===== src/pdac_host_pkg.sv =====
// Package of constants for the parallel converter host controller.
// Assumes a 100 MHz ref_clk and an AXI4-Lite master on the software side.
//
// Function
// Device captures bus code on chip select rise.
// Write cycle loads input register only.
// Low load strobe copies input to converter.
// Code is one parallel 16-bit word.
// Clear forces min- or mid-scale code.
// Clear is asynchronous, low-active, select-chosen.
// Low reference enable turns reference on.
// Read data valid 100 ns after select.
// Bus released within 70 ns after read.
// Write: setup/hold 10 ns, select 25 ns.
// Read: setup/hold 10 ns, select 90 ns.
// Write data stable until 20 ns after.
// Clear low 30 ns, select held 10 ns.
// Direct update: load low 20 ns, 30 ns.
// Shared load strobe updates many devices together.
// Select high mid-scale, low min-scale.
// Clear also loads the input register.
// Read drives input register onto bus.
// Load low during write gives transparency.
// Device drives bus only during reads.
// Idle strobes keep both registers unchanged.
package pdac_host_pkg;

  // ----------------------------------------------------------------
  // Clock and timing
  // ----------------------------------------------------------------
  localparam int CLK_PERIOD_NS = 10;  // Period of ref_clk.
  localparam int T_SETUP_NS    = 10;  // Direction setup and hold around select.
  localparam int T_WCS_NS      = 25;  // Select low for a write.
  localparam int T_RCS_NS      = 90;  // Select low for a read.
  localparam int T_CSD_NS      = 100; // Select low to read data valid.
  localparam int T_DZ_NS       = 70;  // Select high to bus released.
  localparam int T_DH_NS       = 20;  // Write data hold after select high.
  localparam int T_RSS_NS      = 30;  // Clear low width.
  localparam int T_SH_NS       = 10;  // Clear-select hold after clear high.
  localparam int T_LWD_NS      = 20;  // Load strobe low width.
  localparam int T_LS_NS       = 30;  // Select low to load high, direct update.

  // Least times round up to whole cycles.
  localparam int C_SETUP = (T_SETUP_NS + CLK_PERIOD_NS - 1) / CLK_PERIOD_NS;
  localparam int C_WCS   = (T_WCS_NS + CLK_PERIOD_NS - 1) / CLK_PERIOD_NS;
  localparam int C_RCS   = (T_RCS_NS + CLK_PERIOD_NS - 1) / CLK_PERIOD_NS;
  localparam int C_CSD   = (T_CSD_NS + CLK_PERIOD_NS - 1) / CLK_PERIOD_NS;
  localparam int C_DZ    = (T_DZ_NS + CLK_PERIOD_NS - 1) / CLK_PERIOD_NS;
  localparam int C_DH    = (T_DH_NS + CLK_PERIOD_NS - 1) / CLK_PERIOD_NS;
  localparam int C_RSS   = (T_RSS_NS + CLK_PERIOD_NS - 1) / CLK_PERIOD_NS;
  localparam int C_SH    = (T_SH_NS + CLK_PERIOD_NS - 1) / CLK_PERIOD_NS;
  localparam int C_LWD   = (T_LWD_NS + CLK_PERIOD_NS - 1) / CLK_PERIOD_NS;
  localparam int C_LS    = (T_LS_NS + CLK_PERIOD_NS - 1) / CLK_PERIOD_NS;

  // ----------------------------------------------------------------
  // Codes and register map
  // ----------------------------------------------------------------
  localparam int          CODE_W    = 16;
  localparam logic [15:0] CODE_MIN  = 16'hFFFF; // Min-scale clear code.
  localparam logic [15:0] CODE_MID  = 16'h7FFF; // Mid-scale clear code.

  localparam logic [3:0] OFS_CTRL   = 4'h0; // Command and pin levels.
  localparam logic [3:0] OFS_WDATA  = 4'h4; // Code to write.
  localparam logic [3:0] OFS_RDATA  = 4'h8; // Code read back.
  localparam logic [3:0] OFS_STATUS = 4'hC; // Busy and done.

  // Control and status register fields.
  localparam int CTRL_START  = 0; // Write 1 to start the command.
  localparam int CTRL_CMD_LO = 1; // Command field, bits 3:1.
  localparam int CTRL_CMD_HI = 3;
  localparam int CTRL_SEL    = 4; // Clear-select level (1 mid-scale).
  localparam int CTRL_REFOFF = 5; // 1 disables the internal reference.
  localparam int STAT_BUSY   = 0;
  localparam int STAT_DONE   = 1;

  localparam logic [31:0] CTRL_RESET = 32'h0000_0000;

  // Commands the sequencer carries out.
  typedef enum logic [2:0] {
    CMD_WRITE  = 3'b000, // Write input register only.
    CMD_READ   = 3'b001, // Read input register back.
    CMD_LOAD   = 3'b010, // Pulse the load strobe alone.
    CMD_DIRECT = 3'b011, // Write with load strobe low (transparent).
    CMD_CLEAR  = 3'b100  // Pulse clear.
  } cmd_e;

endpackage


===== src/pdac_cmd_if.sv =====
// Interface carrying one command from the register slave to the pin sequencer.
// Assumes both ends run on ref_clk.
interface pdac_cmd_if;
  import pdac_host_pkg::*;
  logic        start;    // One-cycle pulse: begin a command.
  cmd_e        cmd;      // Command to run.
  logic [15:0] wrCode;   // Code for writes.
  logic        sel;      // Clear-select level.
  logic        busy;     // Sequencer busy.
  logic        done;     // One-cycle pulse at end.
  logic [15:0] rdCode;   // Code captured on read.

  modport master (output start, cmd, wrCode, sel, input busy, done, rdCode);
  modport seq    (input start, cmd, wrCode, sel, output busy, done, rdCode);
endinterface


===== src/pdac_pin_seq.sv =====
// Pin sequencer: turns one command into timed strobes on the converter pins.
// Assumes the read-back bus is already synchronised by the caller.
module pdac_pin_seq
  import pdac_host_pkg::*;
(
  // Clock and reset
  input  wire logic        ref_clk,
  input  wire logic        arst_n,
  // Command side
  pdac_cmd_if.seq          cmdPort,
  // Synchronised read data
  input  wire logic [15:0] busInSync,
  // Pins
  output logic             chipSelN,
  output logic             readWriteN,
  output logic             loadOutputStrobeN,
  output logic             clearN,
  output logic             clearLevelSelect,
  output logic [15:0]      busOut,
  output logic             busOe
);
  import pdac_host_pkg::*;

  // ----------------------------------------------------------------
  // State
  // ----------------------------------------------------------------
  typedef enum logic [2:0] {
    ST_IDLE  = 3'b000, // Strobes high, bus floating.
    ST_SETUP = 3'b001, // Direction and data settle before select.
    ST_LOW   = 3'b010, // Select (or load, or clear) held low.
    ST_HOLD  = 3'b011, // Direction and data held after release.
    ST_DONE  = 3'b100  // Report completion.
  } state_e;

  typedef struct packed {
    state_e      st;
    logic [7:0]  cnt;
    cmd_e        cmd;
    logic        csN;
    logic        rwN;
    logic        ldN;
    logic        clrN;
    logic        sel;
    logic [15:0] dout;
    logic        oe;
    logic [15:0] rd;
    logic        done;
  } seq_s;

  seq_s q, d;

  // Low time for the active strobe of each command.
  function automatic logic [7:0] lowCycles(input cmd_e c);
    unique case (c)
      CMD_WRITE:  lowCycles = 8'(C_WCS);
      // A read also waits out the two synchroniser stages plus one edge of margin.
      CMD_READ:   lowCycles = 8'(((C_RCS > C_CSD) ? C_RCS : C_CSD) + 3);
      CMD_LOAD:   lowCycles = 8'(C_LWD);
      CMD_DIRECT: lowCycles = 8'((C_LS > C_WCS) ? C_LS : C_WCS);
      CMD_CLEAR:  lowCycles = 8'(C_RSS);
      default:    lowCycles = 8'd1;
    endcase
  endfunction

  // Hold time after release; a read waits out the bus release.
  function automatic logic [7:0] holdCycles(input cmd_e c);
    unique case (c)
      CMD_READ:  holdCycles = 8'((C_DZ > C_SETUP) ? C_DZ : C_SETUP);
      CMD_CLEAR: holdCycles = 8'(C_SH);
      CMD_LOAD:  holdCycles = 8'd1;
      default:   holdCycles = 8'((C_DH > C_SETUP) ? C_DH : C_SETUP);
    endcase
  endfunction

  // ----------------------------------------------------------------
  // Next-state logic
  // ----------------------------------------------------------------
  always_comb begin
    d      = q;
    d.done = 1'b0;
    unique case (q.st)
      ST_IDLE: begin
        if (cmdPort.start) begin
          d.cmd = cmdPort.cmd;
          d.cnt = 8'(C_SETUP);
          d.st  = ST_SETUP;
          // Direction set before select falls.
          d.rwN = (cmdPort.cmd == CMD_READ);
          d.dout = cmdPort.wrCode;
          d.oe  = (cmdPort.cmd == CMD_WRITE) || (cmdPort.cmd == CMD_DIRECT);
          d.sel = cmdPort.sel;
        end
      end
      ST_SETUP: begin
        if (q.cnt > 8'd1) begin
          d.cnt = q.cnt - 8'd1;
        end else begin
          d.cnt = lowCycles(q.cmd);
          d.st  = ST_LOW;
          unique case (q.cmd)
            CMD_LOAD:   d.ldN  = 1'b0;
            CMD_CLEAR:  d.clrN = 1'b0;
            CMD_DIRECT: begin
              d.csN = 1'b0;
              d.ldN = 1'b0;
            end
            default:    d.csN = 1'b0;
          endcase
        end
      end
      ST_LOW: begin
        if (q.cnt > 8'd1) begin
          d.cnt = q.cnt - 8'd1;
        end else begin
          // Read data has settled by now; sample before select rises.
          if (q.cmd == CMD_READ) begin
            d.rd = busInSync;
          end
          d.csN  = 1'b1;
          d.ldN  = 1'b1;
          d.clrN = 1'b1;
          d.cnt  = holdCycles(q.cmd);
          d.st   = ST_HOLD;
        end
      end
      ST_HOLD: begin
        if (q.cnt > 8'd1) begin
          d.cnt = q.cnt - 8'd1;
        end else begin
          d.oe  = 1'b0;
          d.rwN = 1'b1;
          d.st  = ST_DONE;
        end
      end
      ST_DONE: begin
        d.done = 1'b1;
        d.st   = ST_IDLE;
      end
      default: d.st = ST_IDLE;
    endcase
  end

  // State register.
  always_ff @(posedge ref_clk or negedge arst_n) begin
    if (!arst_n) begin
      q <= '{st: ST_IDLE, cnt: 8'd0, cmd: CMD_WRITE, csN: 1'b1, rwN: 1'b1,
             ldN: 1'b1, clrN: 1'b1, sel: 1'b0, dout: 16'h0000, oe: 1'b0,
             rd: 16'h0000, done: 1'b0};
    end else begin
      q <= d;
    end
  end

  // Pin outputs straight from the state flops; busy is decoded from the state; idle strobes leave registers alone.
  assign chipSelN          = q.csN;
  assign readWriteN        = q.rwN;
  assign loadOutputStrobeN = q.ldN;
  assign clearN            = q.clrN;
  assign clearLevelSelect  = q.sel;
  assign busOut            = q.dout;
  assign busOe             = q.oe;
  assign cmdPort.busy      = (q.st != ST_IDLE);
  assign cmdPort.done      = q.done;
  assign cmdPort.rdCode    = q.rd;

endmodule


===== src/pdac_host_ctrl.sv =====
// Top of the host controller: AXI4-Lite slave registers plus pin sequencer.
// Assumes the converter pins are wired directly; bus input is asynchronous.
//
// Implementation choices: the AXI4-Lite interface to the registers and the register offsets.
module pdac_host_ctrl
  import pdac_host_pkg::*;
(
  // Clock and reset
  input  wire logic        ref_clk,
  input  wire logic        arst_n,
  // AXI4-Lite write address
  input  wire logic [3:0]  s_axi_awaddr,
  input  wire logic        s_axi_awvalid,
  output logic             s_axi_awready,
  // AXI4-Lite write data
  input  wire logic [31:0] s_axi_wdata,
  input  wire logic [3:0]  s_axi_wstrb,
  input  wire logic        s_axi_wvalid,
  output logic             s_axi_wready,
  // AXI4-Lite write response
  output logic [1:0]       s_axi_bresp,
  output logic             s_axi_bvalid,
  input  wire logic        s_axi_bready,
  // AXI4-Lite read address
  input  wire logic [3:0]  s_axi_araddr,
  input  wire logic        s_axi_arvalid,
  output logic             s_axi_arready,
  // AXI4-Lite read data
  output logic [31:0]      s_axi_rdata,
  output logic [1:0]       s_axi_rresp,
  output logic             s_axi_rvalid,
  input  wire logic        s_axi_rready,
  // Converter pins
  output logic             chipSelN,
  output logic             readWriteN,
  output logic             loadOutputStrobeN,
  output logic             clearN,
  output logic             clearLevelSelect,
  output logic             internalRefEnableN,
  input  wire logic [15:0] parallelDataBusIn,
  output logic [15:0]      parallelDataBusOut,
  output logic             parallelDataBusOe
);
  import pdac_host_pkg::*;

  localparam logic [1:0] RESP_OKAY   = 2'b00;
  localparam logic [1:0] RESP_SLVERR = 2'b10;

  // ----------------------------------------------------------------
  // State
  // ----------------------------------------------------------------
  typedef struct packed {
    logic        awr;     // Write address held.
    logic [3:0]  awa;
    logic        wr;      // Write data held.
    logic [31:0] wd;
    logic [3:0]  ws;
    logic        bv;
    logic [1:0]  br;
    logic        rv;
    logic [31:0] rd;
    logic [1:0]  rr;
    logic [31:0] ctrl;
    logic [15:0] code;
    logic        start;
    logic        done;    // Sticky completion flag.
    logic [15:0] sync1;   // Synchroniser stage one.
    logic [15:0] sync2;   // Synchroniser stage two.
    logic        awRdy;   // Registered write-address ready.
    logic        wRdy;    // Registered write-data ready.
    logic        arRdy;   // Registered read-address ready.
  } top_s;

  top_s q, d;
  pdac_cmd_if cmdBus();

  // Byte-strobe merge; a control write still lands while a command runs, only its start is ignored.
  function automatic logic [31:0] merge(input logic [31:0] old,
                                        input logic [31:0] nw,
                                        input logic [3:0]  st);
    for (int i = 0; i < 4; i++) begin
      merge[i*8 +: 8] = st[i] ? nw[i*8 +: 8] : old[i*8 +: 8];
    end
  endfunction

  // ----------------------------------------------------------------
  // Register slave
  // ----------------------------------------------------------------
  always_comb begin
    d       = q;
    d.start = 1'b0;
    d.sync1 = parallelDataBusIn;
    d.sync2 = q.sync1;
    // Accept address and data independently, one write at a time.
    if (s_axi_awvalid && !q.awr && !q.bv) begin
      d.awr = 1'b1;
      d.awa = s_axi_awaddr;
    end
    if (s_axi_wvalid && !q.wr && !q.bv) begin
      d.wr = 1'b1;
      d.wd = s_axi_wdata;
      d.ws = s_axi_wstrb;
    end
    if (q.awr && q.wr) begin
      d.awr = 1'b0;
      d.wr  = 1'b0;
      d.bv  = 1'b1;
      d.br  = RESP_OKAY;
      unique case (q.awa)
        OFS_CTRL: begin
          d.ctrl = merge(q.ctrl, q.wd, q.ws);
          d.ctrl[CTRL_START] = 1'b0;
          if (q.ws[0] && q.wd[CTRL_START] && !cmdBus.busy) begin
            d.start = 1'b1;
          end
        end
        OFS_WDATA:  d.code = 16'(merge({16'h0000, q.code}, q.wd, q.ws));
        OFS_STATUS: if (q.ws[0] && q.wd[STAT_DONE]) d.done = 1'b0;
        OFS_RDATA:  d.br = RESP_OKAY;
        default:    d.br = RESP_SLVERR;
      endcase
    end
    if (q.bv && s_axi_bready) begin
      d.bv = 1'b0;
    end
    // Completion sets the flag; set wins over a same-cycle clear.
    if (cmdBus.done) begin
      d.done = 1'b1;
    end
    if (s_axi_arvalid && !q.rv) begin
      d.rv = 1'b1;
      d.rr = RESP_OKAY;
      unique case (s_axi_araddr)
        OFS_CTRL:   d.rd = q.ctrl;
        OFS_WDATA:  d.rd = {16'h0000, q.code};
        OFS_RDATA:  d.rd = {16'h0000, cmdBus.rdCode};
        OFS_STATUS: d.rd = {30'h0, q.done, cmdBus.busy};
        default: begin
          d.rd = 32'h0000_0000;
          d.rr = RESP_SLVERR;
        end
      endcase
    end else if (q.rv && s_axi_rready) begin
      d.rv = 1'b0;
    end
    // Readies are flops that mirror the next holding state, so no output is gated.
    d.awRdy = !d.awr && !d.bv;
    d.wRdy  = !d.wr && !d.bv;
    d.arRdy = !d.rv;
  end

  // Register state.
  always_ff @(posedge ref_clk or negedge arst_n) begin
    if (!arst_n) begin
      q <= '{awr: 1'b0, awa: 4'h0, wr: 1'b0, wd: 32'h0, ws: 4'h0, bv: 1'b0,
             br: 2'b00, rv: 1'b0, rd: 32'h0, rr: 2'b00, ctrl: CTRL_RESET,
             code: 16'h0000, start: 1'b0, done: 1'b0, sync1: 16'h0000,
             sync2: 16'h0000, awRdy: 1'b1, wRdy: 1'b1, arRdy: 1'b1};
    end else begin
      q <= d;
    end
  end

  assign s_axi_awready      = q.awRdy;
  assign s_axi_wready       = q.wRdy;
  assign s_axi_bvalid       = q.bv;
  assign s_axi_bresp        = q.br;
  assign s_axi_arready      = q.arRdy;
  assign s_axi_rvalid       = q.rv;
  assign s_axi_rdata        = q.rd;
  assign s_axi_rresp        = q.rr;
  assign internalRefEnableN = q.ctrl[CTRL_REFOFF];

  assign cmdBus.start  = q.start;
  assign cmdBus.cmd    = cmd_e'(q.ctrl[CTRL_CMD_HI:CTRL_CMD_LO]);
  assign cmdBus.wrCode = q.code;
  assign cmdBus.sel    = q.ctrl[CTRL_SEL];

  // Pin sequencer.
  pdac_pin_seq uSeq (
    .ref_clk           (ref_clk),
    .arst_n            (arst_n),
    .cmdPort           (cmdBus),
    .busInSync         (q.sync2),
    .chipSelN          (chipSelN),
    .readWriteN        (readWriteN),
    .loadOutputStrobeN (loadOutputStrobeN),
    .clearN            (clearN),
    .clearLevelSelect  (clearLevelSelect),
    .busOut            (parallelDataBusOut),
    .busOe             (parallelDataBusOe)
  );

endmodule


===== config.mk =====
export PLATFORM = sky130hd
export DESIGN_NAME = pdac_host_ctrl
export DESIGN_NICKNAME = d
export VERILOG_FILES = /design/src/pdac_host_pkg.sv /design/src/pdac_cmd_if.sv /design/src/pdac_pin_seq.sv /design/src/pdac_host_ctrl.sv
export SDC_FILE = /design/constraint.sdc
export NUM_CORES = 1
export LEC_CHECK = 0
export BUFFER_PORTS_ARGS = -buffer_cell sky130_fd_sc_hd__buf_2
export CAP_MARGIN = 15
export CORE_ASPECT_RATIO = 0.6
export CORE_UTILIZATION = 57
export DETAILED_ROUTE_END_ITERATION = 10
export PLACE_DENSITY = 0.8
export SLEW_MARGIN = 20
export SYNTH_ARGS = -nofsm -noshare
export SYNTH_HDL_FRONTEND = slang
export SYNTH_SLANG_ARGS = --single-unit

===== constraint.sdc =====
create_clock -name ref_clk -period 2.4 [get_ports ref_clk]
set_input_delay 0.36 -clock ref_clk [delete_from_list [all_inputs] [get_ports ref_clk]]
set_output_delay 0.36 -clock ref_clk [all_outputs]
set_load 0.02 [all_outputs]

==> results by group <==
Outcome
  – Status: complete, no violations

Final layout
  – Synthesis-to-layout area growth: 15.6%
  – Post-layout util: 69.2%
  – Ant diodes: 0
  – Share of layout cells above drive strength 1: 41.5%
  – Nets: 816

Job
  – Count of maximum capacitance violations: 0

Critical path
  – Setup CP Type: flip-flop to flip-flop
  – Highest cell delay on the worst timing path: 570 ps
  – Crit. End Element: flip-flop
  – Crit-path cells: nor3_1, nand3_1, o21ai_0, a221oi_1
  – CP Data Required Time: 2750 ps
  – CP max-delay cell: nor3_1
  – Critical Path AT: 2530 ps
  – Critical Path Start Type: flip-flop
  – Crit-path max FO: 10
  – R2r setup slk: 230 ps

Floorplan
  – Core Region: 14,800 um2
  – Die W: 163 um
  – Rows: 34
  – Die area: 16,100 um2
  – Die Ht: 98.7 um
  – Starting Density: 59.9%
  – I/O pins: 131

Drt
  – Final ANT Viol Nets: 0
  – DR DRC count: 0
  – Per-cell routed wire length: 19.4 um
  – Via count: 5,470
  – Routed wire length: 18.6 mm
  – Drt first pass iters: 5
  – Iter 0 DRT Violations: 412
  – DR vias/cell: 5.70

Clock tree
  – H-tree levels: 1
  – Clk sink count: 215
  – Buffer depth of the longest clock path: 3
  – CTS Root Cell: clkbuf_16
  – CTS buffer count: 20
  – Setup Fix Bufs, Post-CTS: 0
  – Post-CTS resize count: 0
  – Clock Latency Late Sink: 500 ps
  – Clock-pin slew on the worst setup and hold paths: 60 ps
  – CTS tree: yes

Hold path
  – Hold crit path type: input pin to flip-flop

Pwr
  – Sequential share of power: 47.7%
  – Switch Pwr: 3.29 mW
  – Internal cell power: 7.58 mW
  – Combinational share of power: 23.0%
  – PwrDens: 1060 nW/um2
  – VDD IR max: 618 uV
  – Clock power frac: 29.3%
  – Static leakage: 5.01 nW
  – Switching share of power: 30.3%

Global route
  – Overflow after GRT: 0
  – Vias in the first global route: 5,808
  – GRT Resource Usage Total: 24.5%
  – First-pass GRT wire length: 30.5 mm
  – Initial antenna violation count: 0
  – Largest net degree at the start of global routing: 76

Timing
  – RSZ-0062 raised after global routing: false
  – Endpoints failing hold: 0
  – Tcrit/Tclk final: 90.6%
  – Tmin final: 2170 ps
  – Final setup fails: 0
  – Setup TNS: 0 ps
  – Clock Skew: 17.0 ps
  – Max Fclk: 0.460 GHz
  – Rel. slew slack: 33.6%
  – Slew @ Worst Pin: 994 ps
  – Max-slew violations: 0

Logic synthesis
  – Avg Inst Size Synth: 13.8 um2
  – Ys async rst share: 100%
  – Synth area leaders: dfrtp_1 59%, mux2_2 14%, buf_4 4.4%, a22o_1 3.0%, dfstp_2 2.1%
  – Synth cell count leaders: 208 x dfrtp_1, 111 x mux2_2, 52 x buf_4
  – Post-synth EDFFs: 0
  – Sequential area share after synthesis: 60.6%
  – Seq cells post-synth: 215
  – Main synth FF type: dfrtp_1
  – Syn Std Cell Area: 8890 um2
  – Yosys warning count: 0
  – Top-area cell type share of the netlist area: 58.6%
  – Synth cell types: 64
  – Most common cell in the synthesized netlist: dfrtp_1
  – Synthesized instance count: 645
  – Biggest area consumer among synthesized cells: dfrtp_1

Placed design
  – IO buf count: 128
  – GP Congestion: 0.919
  – DP HPWL: 12.8 mm
## final cells by class
cell class              instances  area, um2
fillers                      1032       4570
well taps                     198        248
inverters                       8       30.0
flip-flops and latches        215       5390
repair buffers                159        976
multi-input cells             343       2960
clock inverters                 6       66.3
clock buffers                  30        608
## path summary, 6_finish.rpt
path / start / to / cells past startpoint
max: uSeq.q[44] / uSeq.q[42] / 4
min: s_axi_rready / s_axi_rvalid / 2
max reg2reg: uSeq.q[44] / uSeq.q[42] / 4
min reg2reg: d[15] / q[15] / 0
max in group asynchronous: arst_n / uSeq.readWriteN / 3
min in group asynchronous: arst_n / q[146] / 2
## power by group through the flow
stage	sequential, mW	clock [mW]	combinational (mW)
2_1_floorplan	5.05	0	1.83
3_3_place_gp	5.14	0	2.32
3_5_place_dp	5.22	0	2.46
4_1_cts	5.17	3.24	2.50
5_1_grt	5.30	3.42	2.72
6_report	5.19	3.18	2.50
## cells in the final DEF, fill, tap and decap left out, types with 5 or more instances in the layout
cell type	instances
dfrtp_1	208
inv_1	8
nor3_1	7
buf_2	127
nor2_1	23
dfstp_2	7
buf_4	10
mux2_4	10
o21ai_0	26
a21oi_1	6
clkbuf_16	20
a22o_1	30
nand2_1	28
clkbuf_8	7
dlygate4sd3_1	17
mux2i_1	16
and2_1	5
mux2_2	111
nand2b_1	6
## critical path, delay by kind of cell (launching register included)
family	cells	cell delay, ps
simple gates	2	940
flops	1	510
compound gates	2	580
## layer usage
layer,track usage (%),share of wire (%)
met1,35.7,46
met2,38.7,46
met3,4.67,5.8
met4,5.10,1.4
met5,0,0
## kinds of logic (layout without fill, tap and decap cells)
| group | after synthesis | after routing | synth area share [%] |
|---|---|---|---|
| other | 1 | 2 | 0.0422 |
| DFF | 215 | 215 | 60.6 |
| muxes | 137 | 137 | 17.6 |
| AOI/OAI and AO/OA | 95 | 95 | 7.97 |
| xor gates and xnor gates | 2 | 2 | 0.197 |
| and+or+nand+nor | 105 | 105 | 7.01 |
| buffers and inverters | 88 | 203 | 6.29 |
| adders and majority gates | 2 | 2 | 0.282 |
## timing repair
action	CTS	global route
setup endpoints to repair	0	0
hold buffers	17	0
endpoints found under the hold margin	88	0
## registers in the layout, indices dropped and copies added (netlist names), 3 cells and up
| name | count |
|---|---|
| q | 85 |
| cmdBus.wrCode | 16 |
| uSeq.cmdPort.rdCode | 16 |
| cmdBus.cmd | 3 |
| uSeq.q | 14 |
| uSeq.busOut | 16 |
| s_axi_rdata | 32 |
| d | 16 |
## metrics by stage
| stage | setup WS (ps) | instances | instance area [um2] | total power, mW | hold WS [ps] |
|---|---|---|---|---|---|
| 6_report | 226 | 959 | 10300 | 10.9 | 60.3 |
| 5_1_grt | 7.61 | 959 | 10300 | 11.4 | 63.1 |
| 4_1_cts | 266 | 959 | 10300 | 10.9 | 53.2 |
| 3_5_place_dp | 280 | 906 | 9420 | 7.68 | 335 |
| 3_3_place_gp | 369 | 906 | 9420 | 7.46 | 334 |
| 2_1_floorplan | 399 | 646 | 8890 | 6.89 | 64.4 |
Power figures use the tool's default switching activity.
